$ cat config.mk
export PLATFORM = sky130hd
export DESIGN_NAME = maskable_interrupt_controller
export DESIGN_NICKNAME = d
export VERILOG_FILES = /design/src/shared/irq_ctrl_pkg.sv /design/src/irq_pending_bank.sv /design/src/irq_arbiter.sv /design/src/maskable_interrupt_controller.sv
export SDC_FILE = /design/constraint.sdc
export NUM_CORES = 1
export LEC_CHECK = 0
export ABC_AREA = 1
export BUFFER_PORTS_ARGS = -buffer_cell sky130_fd_sc_hd__buf_4
export CELL_PAD_IN_SITES_DETAIL_PLACEMENT = 1
export CELL_PAD_IN_SITES_GLOBAL_PLACEMENT = 2
export CORE_UTILIZATION = 29
export DETAILED_ROUTE_END_ITERATION = 8
export PLACE_DENSITY_LB_ADDON = 0.1
export SETUP_SLACK_MARGIN = 0.02
export SKIP_CTS_REPAIR_TIMING = 1
export SLEW_MARGIN = 20
export SYNTH_ARGS = -nofsm -noshare
export SYNTH_HDL_FRONTEND = slang
export SYNTH_SLANG_ARGS = --single-unit
$ cat constraint.sdc
create_clock -name clock_i -period 1.9 [get_ports clock_i]
set_input_delay 0.095 -clock clock_i [delete_from_list [all_inputs] [get_ports clock_i]]
set_output_delay 0.095 -clock clock_i [all_outputs]
set_load 0.05 [all_outputs]
$ cat src/shared/irq_ctrl_pkg.sv
// constants shared by the maskable interrupt controller and its helpers
// assumes one 250 MHz clock and an instruction-cycle enable from the sequencer
package irq_ctrl_pkg;

	// ************************************************************
	// sources and arbitration
	// ************************************************************
	localparam int NUM_SRC = 11;
	localparam int SLOT_W = 4;
	localparam int PC_W = 15;
	localparam int DATA_W = 8;
	localparam int ADDR_W = 8;

	// vector slot per maskable source, index 0 ranks highest
	localparam logic [SLOT_W-1:0] SRC_SLOT [NUM_SRC] = '{
		4'he, 4'hd, 4'hc, 4'hb, 4'ha, 4'h9, 4'h8, 4'h7, 4'h6, 4'h5, 4'h1
	};
	localparam logic [SLOT_W-1:0] TRAP_SLOT = 4'hf;
	localparam logic [SLOT_W-1:0] DEFAULT_SLOT = 4'h0;
	localparam logic [2:0] VECTOR_BASE_HI = 3'h7;

	// ************************************************************
	// addresses and timing
	// ************************************************************
	localparam logic [PC_W-1:0] SERVICE_ADDR = 15'h00ff;
	localparam logic [2:0] ACK_CYCLES = 3'h7;
	localparam int PC_PAGE_LSB = 8;

	// ************************************************************
	// register map
	// ************************************************************
	localparam logic [ADDR_W-1:0] ENABLE_LO_ADDR = 8'h00;
	localparam logic [ADDR_W-1:0] ENABLE_HI_ADDR = 8'h01;
	localparam logic [ADDR_W-1:0] PENDING_LO_ADDR = 8'h02;
	localparam logic [ADDR_W-1:0] PENDING_HI_ADDR = 8'h03;
	localparam logic [ADDR_W-1:0] STATUS_ADDR = 8'h04;
	localparam int HI_W = NUM_SRC - DATA_W;
	localparam int STATUS_GLOBAL_EN_BIT = 0;
	localparam int STATUS_TRAP_PEND_BIT = 1;
	localparam int STATUS_TRAP_SERV_BIT = 2;
	localparam int STATUS_BUSY_BIT = 3;
	localparam logic [DATA_W-1:0] READ_ZERO = 8'h00;

	typedef enum logic [1:0] {ST_IDLE, ST_ACK, ST_POP} ctrl_state_type;

endpackage

$ cat src/irq_pending_bank.sv
// pending flags of the maskable sources
// assumes event pulses come from logic on the same clock
`timescale 1ns/10ps
module irq_pending_bank
(
	input wire logic clock_i,
	input wire logic arst_n_i,
	input wire logic [irq_ctrl_pkg::NUM_SRC-1:0] set_i,
	input wire logic wr_lo_i,
	input wire logic wr_hi_i,
	input wire logic [irq_ctrl_pkg::DATA_W-1:0] wdata_i,
	output logic [irq_ctrl_pkg::NUM_SRC-1:0] pending_o
);
	logic [irq_ctrl_pkg::NUM_SRC-1:0] next_pending;

	always_comb
	begin
		next_pending = pending_o;
		if (wr_lo_i)
		begin
			next_pending[irq_ctrl_pkg::DATA_W-1:0] = wdata_i;
		end
		if (wr_hi_i)
		begin
			next_pending[irq_ctrl_pkg::NUM_SRC-1:irq_ctrl_pkg::DATA_W] =
				wdata_i[irq_ctrl_pkg::HI_W-1:0];
		end
		// an event in the clearing cycle is kept
		next_pending = next_pending | set_i;
	end

	always_ff @(posedge clock_i or negedge arst_n_i)
	begin
		if (!arst_n_i)
		begin
			pending_o <= '0;
		end
		else
		begin
			pending_o <= next_pending;
		end
	end
endmodule // irq_pending_bank

$ cat src/irq_arbiter.sv
// fixed-rank arbitration over trap and maskable sources
// purely combinational, read by the controller on the same clock
`timescale 1ns/10ps
module irq_arbiter
(
	input wire logic trap_i,
	input wire logic [irq_ctrl_pkg::NUM_SRC-1:0] active_i,
	output logic any_o,
	output logic [irq_ctrl_pkg::SLOT_W-1:0] slot_o
);
	always_comb
	begin
		any_o = trap_i | (|active_i);
		slot_o = irq_ctrl_pkg::DEFAULT_SLOT;
		// walk from lowest rank upward so the highest rank is written last
		for (int i = irq_ctrl_pkg::NUM_SRC - 1; i >= 0; i--)
		begin
			if (active_i[i])
			begin
				slot_o = irq_ctrl_pkg::SRC_SLOT[i];
			end
		end
		if (trap_i)
		begin
			slot_o = irq_ctrl_pkg::TRAP_SLOT;
		end
	end
endmodule // irq_arbiter

$ cat src/maskable_interrupt_controller.sv
// interrupt controller: enables, pending flags, global enable,
// acknowledgment, return and vector selection for the core sequencer
// assumes the sequencer pulses instr_start_i only for executed instructions
// and cycle_en_i once per instruction cycle, all on clock_i
`timescale 1ns/10ps

module maskable_interrupt_controller
(
	input wire logic clock_i,
	input wire logic arst_n_i,
	// register port
	input wire logic [irq_ctrl_pkg::ADDR_W-1:0] addr_i,
	input wire logic [irq_ctrl_pkg::DATA_W-1:0] wdata_i,
	input wire logic we_i,
	input wire logic re_i,
	output logic [irq_ctrl_pkg::DATA_W-1:0] rdata_o,
	// event sources
	input wire logic [irq_ctrl_pkg::NUM_SRC-1:0] event_i,
	input wire logic soft_trap_i,
	input wire logic clear_trap_i,
	// core sequencer
	input wire logic cycle_en_i,
	input wire logic instr_start_i,
	input wire logic [irq_ctrl_pkg::PC_W-1:0] pc_i,
	input wire logic vector_select_instr_i,
	input wire logic return_from_irq_instr_i,
	input wire logic pop_valid_i,
	input wire logic [irq_ctrl_pkg::PC_W-1:0] pop_data_i,
	output logic ack_busy_o,
	output logic push_o,
	output logic [irq_ctrl_pkg::PC_W-1:0] push_addr_o,
	output logic pop_o,
	output logic pc_load_o,
	output logic [irq_ctrl_pkg::PC_W-1:0] pc_value_o,
	output logic global_irq_enable_o
);

	// ************************************************************
	// declarations
	// ************************************************************
	irq_ctrl_pkg::ctrl_state_type state;
	logic [irq_ctrl_pkg::NUM_SRC-1:0] enable;
	logic [irq_ctrl_pkg::NUM_SRC-1:0] pending;
	logic [irq_ctrl_pkg::NUM_SRC-1:0] active;
	logic global_irq_enable;
	logic trap_pending;
	logic trap_service;
	logic [2:0] ack_count;
	logic trap_wins;
	logic maskable_req;
	logic trap_req;
	logic take_irq;
	logic [irq_ctrl_pkg::SLOT_W-1:0] vector_slot;
	logic wr_enable_lo;
	logic wr_enable_hi;
	logic wr_pending_lo;
	logic wr_pending_hi;
	logic wr_status;
	logic ack_last;
	logic [irq_ctrl_pkg::DATA_W-1:0] next_rdata;
	logic [irq_ctrl_pkg::DATA_W-1:0] status_word;

	// ************************************************************
	// register decode
	// ************************************************************
	assign wr_enable_lo = we_i && (addr_i == irq_ctrl_pkg::ENABLE_LO_ADDR);
	assign wr_enable_hi = we_i && (addr_i == irq_ctrl_pkg::ENABLE_HI_ADDR);
	assign wr_pending_lo = we_i && (addr_i == irq_ctrl_pkg::PENDING_LO_ADDR);
	assign wr_pending_hi = we_i && (addr_i == irq_ctrl_pkg::PENDING_HI_ADDR);
	assign wr_status = we_i && (addr_i == irq_ctrl_pkg::STATUS_ADDR);

	// ************************************************************
	// pending flags and arbitration
	// ************************************************************
	irq_pending_bank pending_bank
	(
		.clock_i(clock_i),
		.arst_n_i(arst_n_i),
		.set_i(event_i),
		.wr_lo_i(wr_pending_lo),
		.wr_hi_i(wr_pending_hi),
		.wdata_i(wdata_i),
		.pending_o(pending)
	);

	assign active = enable & pending;

	irq_arbiter arbiter
	(
		.trap_i(trap_pending),
		.active_i(active),
		.any_o(),
		.slot_o(vector_slot)
	);

	// ************************************************************
	// trigger qualification
	// ************************************************************
	// a trap being serviced holds every maskable request off
	assign maskable_req = (|active) && global_irq_enable && !trap_service;
	assign trap_req = trap_pending && !trap_service;
	assign trap_wins = trap_req;
	// no latching of requests: a freshly enabled pending bit counts at once
	assign take_irq = (state == irq_ctrl_pkg::ST_IDLE) && instr_start_i
		&& (maskable_req || trap_req);
	assign ack_last = (state == irq_ctrl_pkg::ST_ACK) && cycle_en_i
		&& (ack_count == irq_ctrl_pkg::ACK_CYCLES - 3'h1);

	// ************************************************************
	// enable bits
	// ************************************************************
	always_ff @(posedge clock_i or negedge arst_n_i)
	begin
		if (!arst_n_i)
		begin
			enable <= '0;
		end
		else
		begin
			if (wr_enable_lo)
			begin
				enable[irq_ctrl_pkg::DATA_W-1:0] <= wdata_i;
			end
			if (wr_enable_hi)
			begin
				enable[irq_ctrl_pkg::NUM_SRC-1:irq_ctrl_pkg::DATA_W] <=
					wdata_i[irq_ctrl_pkg::HI_W-1:0];
			end
		end
	end

	// ************************************************************
	// global enable
	// ************************************************************
	// acknowledgment wins over a software write in the same cycle so a
	// service routine never starts with the enable left on
	always_ff @(posedge clock_i or negedge arst_n_i)
	begin
		if (!arst_n_i)
		begin
			global_irq_enable <= 1'b0;
		end
		else if (take_irq)
		begin
			global_irq_enable <= 1'b0;
		end
		else if (return_from_irq_instr_i && state == irq_ctrl_pkg::ST_IDLE)
		begin
			global_irq_enable <= 1'b1;
		end
		else if (wr_status)
		begin
			global_irq_enable <= wdata_i[irq_ctrl_pkg::STATUS_GLOBAL_EN_BIT];
		end
	end

	always_ff @(posedge clock_i or negedge arst_n_i)
	begin
		if (!arst_n_i)
		begin
			global_irq_enable_o <= 1'b0;
		end
		else
		begin
			global_irq_enable_o <= global_irq_enable;
		end
	end

	// ************************************************************
	// software trap
	// ************************************************************
	// the trap is not maskable; only its own clear instruction ends it
	always_ff @(posedge clock_i or negedge arst_n_i)
	begin
		if (!arst_n_i)
		begin
			trap_pending <= 1'b0;
		end
		else if (soft_trap_i)
		begin
			trap_pending <= 1'b1;
		end
		else if (clear_trap_i)
		begin
			trap_pending <= 1'b0;
		end
	end

	always_ff @(posedge clock_i or negedge arst_n_i)
	begin
		if (!arst_n_i)
		begin
			trap_service <= 1'b0;
		end
		else if (take_irq && trap_wins)
		begin
			trap_service <= 1'b1;
		end
		else if (clear_trap_i)
		begin
			trap_service <= 1'b0;
		end
	end

	// ************************************************************
	// sequence control
	// ************************************************************
	always_ff @(posedge clock_i or negedge arst_n_i)
	begin
		if (!arst_n_i)
		begin
			state <= irq_ctrl_pkg::ST_IDLE;
		end
		else
		begin
			case (state)
				irq_ctrl_pkg::ST_IDLE:
				begin
					if (take_irq)
					begin
						state <= irq_ctrl_pkg::ST_ACK;
					end
					else if (return_from_irq_instr_i)
					begin
						state <= irq_ctrl_pkg::ST_POP;
					end
				end
				irq_ctrl_pkg::ST_ACK:
				begin
					if (ack_last)
					begin
						state <= irq_ctrl_pkg::ST_IDLE;
					end
				end
				irq_ctrl_pkg::ST_POP:
				begin
					if (pop_valid_i)
					begin
						state <= irq_ctrl_pkg::ST_IDLE;
					end
				end
				default:
				begin
					state <= irq_ctrl_pkg::ST_IDLE;
				end
			endcase
		end
	end

	always_ff @(posedge clock_i or negedge arst_n_i)
	begin
		if (!arst_n_i)
		begin
			ack_count <= 3'h0;
		end
		else if (take_irq)
		begin
			ack_count <= 3'h0;
		end
		else if (state == irq_ctrl_pkg::ST_ACK && cycle_en_i)
		begin
			ack_count <= ack_count + 3'h1;
		end
	end

	always_ff @(posedge clock_i or negedge arst_n_i)
	begin
		if (!arst_n_i)
		begin
			ack_busy_o <= 1'b0;
		end
		else if (take_irq)
		begin
			ack_busy_o <= 1'b1;
		end
		else if (ack_last)
		begin
			ack_busy_o <= 1'b0;
		end
	end

	// ************************************************************
	// stack traffic
	// ************************************************************
	always_ff @(posedge clock_i or negedge arst_n_i)
	begin
		if (!arst_n_i)
		begin
			push_o <= 1'b0;
			push_addr_o <= '0;
		end
		else
		begin
			push_o <= take_irq;
			if (take_irq)
			begin
				push_addr_o <= pc_i;
			end
		end
	end

	always_ff @(posedge clock_i or negedge arst_n_i)
	begin
		if (!arst_n_i)
		begin
			pop_o <= 1'b0;
		end
		else
		begin
			pop_o <= return_from_irq_instr_i && (state == irq_ctrl_pkg::ST_IDLE)
				&& !take_irq;
		end
	end

	// ************************************************************
	// program counter loads
	// ************************************************************
	// the vector slot becomes an even low byte; the vector word itself
	// is fetched high byte first by the core
	always_ff @(posedge clock_i or negedge arst_n_i)
	begin
		if (!arst_n_i)
		begin
			pc_load_o <= 1'b0;
			pc_value_o <= '0;
		end
		else
		begin
			pc_load_o <= 1'b0;
			if (ack_last)
			begin
				pc_load_o <= 1'b1;
				pc_value_o <= irq_ctrl_pkg::SERVICE_ADDR;
			end
			else if (state == irq_ctrl_pkg::ST_POP && pop_valid_i)
			begin
				pc_load_o <= 1'b1;
				pc_value_o <= pop_data_i;
			end
			else if (vector_select_instr_i && state == irq_ctrl_pkg::ST_IDLE)
			begin
				pc_load_o <= 1'b1;
				pc_value_o <= {pc_i[irq_ctrl_pkg::PC_W-1:irq_ctrl_pkg::PC_PAGE_LSB],
					irq_ctrl_pkg::VECTOR_BASE_HI, vector_slot, 1'b0};
			end
		end
	end

	// ************************************************************
	// register read
	// ************************************************************
	always_comb
	begin
		status_word = irq_ctrl_pkg::READ_ZERO;
		status_word[irq_ctrl_pkg::STATUS_GLOBAL_EN_BIT] = global_irq_enable;
		status_word[irq_ctrl_pkg::STATUS_TRAP_PEND_BIT] = trap_pending;
		status_word[irq_ctrl_pkg::STATUS_TRAP_SERV_BIT] = trap_service;
		status_word[irq_ctrl_pkg::STATUS_BUSY_BIT] = ack_busy_o;
	end

	always_comb
	begin
		next_rdata = irq_ctrl_pkg::READ_ZERO;
		if (re_i)
		begin
			case (addr_i)
				irq_ctrl_pkg::ENABLE_LO_ADDR:
				begin
					next_rdata = enable[irq_ctrl_pkg::DATA_W-1:0];
				end
				irq_ctrl_pkg::ENABLE_HI_ADDR:
				begin
					next_rdata[irq_ctrl_pkg::HI_W-1:0] =
						enable[irq_ctrl_pkg::NUM_SRC-1:irq_ctrl_pkg::DATA_W];
				end
				irq_ctrl_pkg::PENDING_LO_ADDR:
				begin
					next_rdata = pending[irq_ctrl_pkg::DATA_W-1:0];
				end
				irq_ctrl_pkg::PENDING_HI_ADDR:
				begin
					next_rdata[irq_ctrl_pkg::HI_W-1:0] =
						pending[irq_ctrl_pkg::NUM_SRC-1:irq_ctrl_pkg::DATA_W];
				end
				irq_ctrl_pkg::STATUS_ADDR:
				begin
					next_rdata = status_word;
				end
				default:
				begin
					next_rdata = irq_ctrl_pkg::READ_ZERO;
				end
			endcase
		end
	end

	// data stands only in the cycle after the read strobe
	always_ff @(posedge clock_i or negedge arst_n_i)
	begin
		if (!arst_n_i)
		begin
			rdata_o <= irq_ctrl_pkg::READ_ZERO;
		end
		else
		begin
			rdata_o <= next_rdata;
		end
	end

endmodule // maskable_interrupt_controller

==> run summary <==
The commonest cells after synthesis are nand2_1, dfrtp_1, nor2_1. The core region is 11,000 sq um. In this run the most critical hold path is launched from pc_i[12]. The logs give 9 for the number of buffers added by the clock tree synthesis step and 3,015 for the detailed-route via count.

Compared with the post-synthesis result, the final layout area differs by 49.1%. Capturing point of the worst reg2reg path: ack_busy_o$_DFFE_PN0P_. The register share of total power is 31.5%, and the share of async-settable or async-resettable flops after synthesis is 100%. Summed over all nets, the half-perimeter wirelength after detailed placement is 7.28 mm.

For the worst setup path, the data required time is 2.10 ns. The worst min-delay path class was primary input to register. For this block, the initial DRC count from the detailed router was 87. Global routing consumed, over all layers together, 17.3% of the routing resources.

The tools report the final-report max-slew violation count as 0. The post-detailed-routing wire length came out at 10.1 mm. The worst hold slack across all endpoints was -0.0189 ns.

In the final design database the tool counted 577 nets. The adder-cell area share of the yosys netlist is 0.758%. Setup violations remaining at the end of the flow were counted as 0. Summing the sequential cell areas from Yosys gives 55.3% of the chip area.

After synthesis, the mean cell area works out to 9.20 sq um. The root buffer cell chosen for the clock tree is clkbuf_16. The first global-routing pass estimated 15.5 mm of wire.

The share of total power in combinational logic was 41.7%. Measured against the total synthesized area, the mux share comes to 4.28%. The worst setup path is launched from a register. For this design the static power due to leakage is 2.47 nW. For the pin with the worst max-slew slack, the measured transition is 0.522 ns. The number of placed instances, taps included, is 607. From bottom edge to top edge, the die measures 109 um.

Dividing the detail-routed wire length by the instance count gives 15.5 um. The tools report the setup clock skew after layout as 0.00609 ns. Category of the critical setup timing path: register to register. The count of flip-flops with a built-in enable after synthesis is 0. After Yosys synthesis, and, or, nand and nor cells account for 24.3% of the synthesized area. In the synthesized netlist the dominant register cell turns out to be dfrtp_1.

The run gives 4300 sq um as the post-placement cell area. Subtracting the final worst setup slack from the clock period gives 1.69 ns. Based on the critical path, the design can be clocked at up to 0.593 GHz. At the end of routability-driven placement, the weighted congestion stood at 0.778.

For the final instance area, the log shows 4920 sq um. The initial antenna violation count is 0. The via count of the first global-routing pass came out at 2,987. Counting cells, the worst reg-to-reg path comes to 9. Entering global routing, the biggest net connects 38 pins. The share of synthesized area in the top cell type comes to 55.3%. The floorplan die width is 109 um. The tools report the worst setup slack for register-to-register paths as 0.21 ns. The xor and xnor fraction of the mapped netlist area is 0.530%. CTS built an H-tree with a depth of 3. The total area of sequential cells is 1830 sq um. The power density normalized to cell area is 1450 nW/um^2, and the number of filler instances in the final layout is 1,294. During placement, the flow inserted port buffers numbering 110.

In this design, the stage delay of the slowest critical-path cell is 0.40 ns. The total overflow left after global routing is 0. The via-per-instance ratio was 4.63. The final critical-path setup slack is 0.212 ns, and the post-synthesis instance total is 359.

The initial utilization of the core area, before any placement, comes to 30.1%. The critical-path maximum fanout was 11. OpenSTA, run right after detailed placement, puts the worst setup slack at 0.121 ns.

The most repeated cell in the gate-level netlist after synthesis was nand2_1. The number of cells on the worst hold path came out at 3. Summed over all nets, the switching power comes to 0.00296 W.

The synthesized netlist devotes 10.2% of its cell area to compound gates. The clock reaches the later pin of the worst-skew pair after 0.32 ns. By area the synthesized netlist is led by dfrtp_1, nand2_1, o21ai_0, nor2_1, mux2i_1. The final setup TNS is 0 ns. Net switching is 41.4% of the power. TritonCTS built the clock tree. For the iteration count of the initial detailed-routing pass, the log shows 4.

The tools report the end point of the most critical hold path as push_addr_o[12]$_DFFE_PN0P_. The share of total power in the clock network is 26.8%, and the synthesis-stage register bit count is 73. Of the cells placed in the final design, the portion with a size suffix greater than 1 is 30.7%. Most used cell along the critical path: nand2_1. In this run the critical register-to-register path is launched from pending_bank.pending_o[5]$_DFF_PN0_.

The run gives 0.00418 W as the internal power consumption. Across the run, the number of max-cap violations was 0. The floorplan step defined a die boundary enclosing 11,800 sq um. The count of nets left with antenna violations once routing finished came out at 0.

Counting every sink on the clock net gives 73. Setup repair after global routing left no endpoint under its margin. For the number of endpoints with negative hold slack in the final report, the log shows 3.

STA classifies the critical path endpoint as a register. At the worst endpoint, the arrival time is 1.89 ns. For the antenna diode count, the log shows 0. The run finished, with violations left. The dominant combinational cell family by area after synthesis was simple AND/OR/NAND/NOR gates. Relative slew slack: 65.2%. During I/O placement, the number of pins put on the boundary was 111. The final reports fail on hold timing. Among all stages on the critical path, the largest delay is contributed by dfrtp_1.

IR analysis of the VDD net gives a maximum drop of 0.000762 V. The final critical path takes up 88.8% of the cycle. The register clock-pin slew on the reported worst setup and hold paths is 0.06 ns. The critical path goes through nand2_1 -> nand2_1 -> a21oi_1 -> nand3_1 -> nand4_1 -> inv_2 -> nor2_8 -> buf_4 -> o21ai_1. Summed over all instances, the cell type with the most area after synthesis is dfrtp_1. The final routed DRC violation total was 0. The number of distinct library cells after synthesis is 37, and the total area of multi-input combinational cells is 1320 sq um. After floorplanning, the core was divided into 38 placement rows. The post-synthesis net count is 429. The cell area after synthesis came out at 3300 sq um. The run gives 0 as the number of warnings reported in the yosys synthesis log.

The run gives 2 as the maximum clock insertion buffer count. The final cell count without fillers is 651.
cells in the final DEF (no fill, tap or decap), drive strengths merged, types with 6 or more instances in the layout:
| cell type | n |
|---|---|
| a211o | 6 |
| inv | 28 |
| dfrtp | 73 |
| nor2 | 27 |
| nand2 | 134 |
| mux2i | 7 |
| buf | 114 |
| nand3 | 10 |
| clkbuf | 9 |
| a21oi | 11 |
| o21ai | 20 |
| dlygate4sd3 | 29 |
worst max-delay path by stage:
stage	from	end	cells past startpoint
5_1_grt	pending_bank.pending_o[5]$_DFF_PN0_	push_addr_o[9]$_DFFE_PN0P_	10
6_report	pending_bank.pending_o[5]$_DFF_PN0_	ack_busy_o$_DFFE_PN0P_	9
2_1_floorplan	enable[5]$_DFFE_PN0P_	push_addr_o[10]$_DFFE_PN0P_	11
4_1_cts	state[0]$_DFFE_PN0P_	state[1]$_DFFE_PN0P_	8
3_3_place_gp	state[0]$_DFFE_PN0P_	state[1]$_DFFE_PN0P_	6
3_5_place_dp	state[0]$_DFFE_PN0P_	state[1]$_DFFE_PN0P_	8
flip-flops by register name, indices dropped and copies added (netlist names):
signal                  count
pc_load_o                   1
global_irq_enable_o         1
global_irq_enable           1
rdata_o                     8
pending_bank.pending_o     11
ack_count                   3
pc_value_o                 15
enable                     11
pop_o                       1
trap_service                1
push_addr_o                15
ack_busy_o                  1
trap_pending                1
state                       2
push_o                      1
power by group through the flow:
stage | clock network [W] | registers [W] | logic (W)
floorplan | 0 | 0.00340 | 0.000827
global placement | 0 | 0.00225 | 0.00291
detailed placement | 0 | 0.00227 | 0.00295
CTS | 0.00197 | 0.00226 | 0.00297
global route | 0.00202 | 0.00230 | 0.00320
finish | 0.00191 | 0.00225 | 0.00297
kinds of logic after synthesis:
group | Yosys count
and+or+nand+nor | 182
adders and majority gates | 2
DFF | 73
muxes | 12
buffers and inverters | 34
AOI/OAI and AO/OA | 54
xor gates and xnor gates | 2
layout make-up:
cell class | count | share of cell area, %
Sequential cell | 73 | 37.1
Clock buffer | 9 | 4.57
Inverter | 28 | 2.18
Multi-Input combinational cell | 252 | 26.9
Tap cell | 140 | 3.56
Timing Repair Buffer | 143 | 23.5
Clock inverter | 6 | 2.18
through the flow:
stage / util (%) / power, W
4_1_cts: 42.2 / 0.00719
3_5_place_dp: 39.1 / 0.00523
6_report: 44.8 / 0.00713
5_1_grt: 44.8 / 0.00753
2_1_floorplan: - / 0.00423
3_3_place_gp: 39.1 / 0.00517
metal layers:
layer  wire length, um  vias to the layer above  GRT usage [%]  part of all wire, %
met4                49                        0           4.73                 0.49
met1              4850                     1470           24.3                   48
li1                  -                     1475              -                    -
met5                 0                        -              0                    0
met2              4800                       66           27.3                   48
met3               363                        4           3.29                  3.6
critical path, delay by kind of cell (launching register included):
family                 cells  cell delay, ns
AND/OR/NAND/NOR            5            0.60
flip-flops                 1            0.40
buffers and inverters      2            0.28
AO/OA/AOI/OAI              2            0.27
Power figures use the tool's default switching activity.
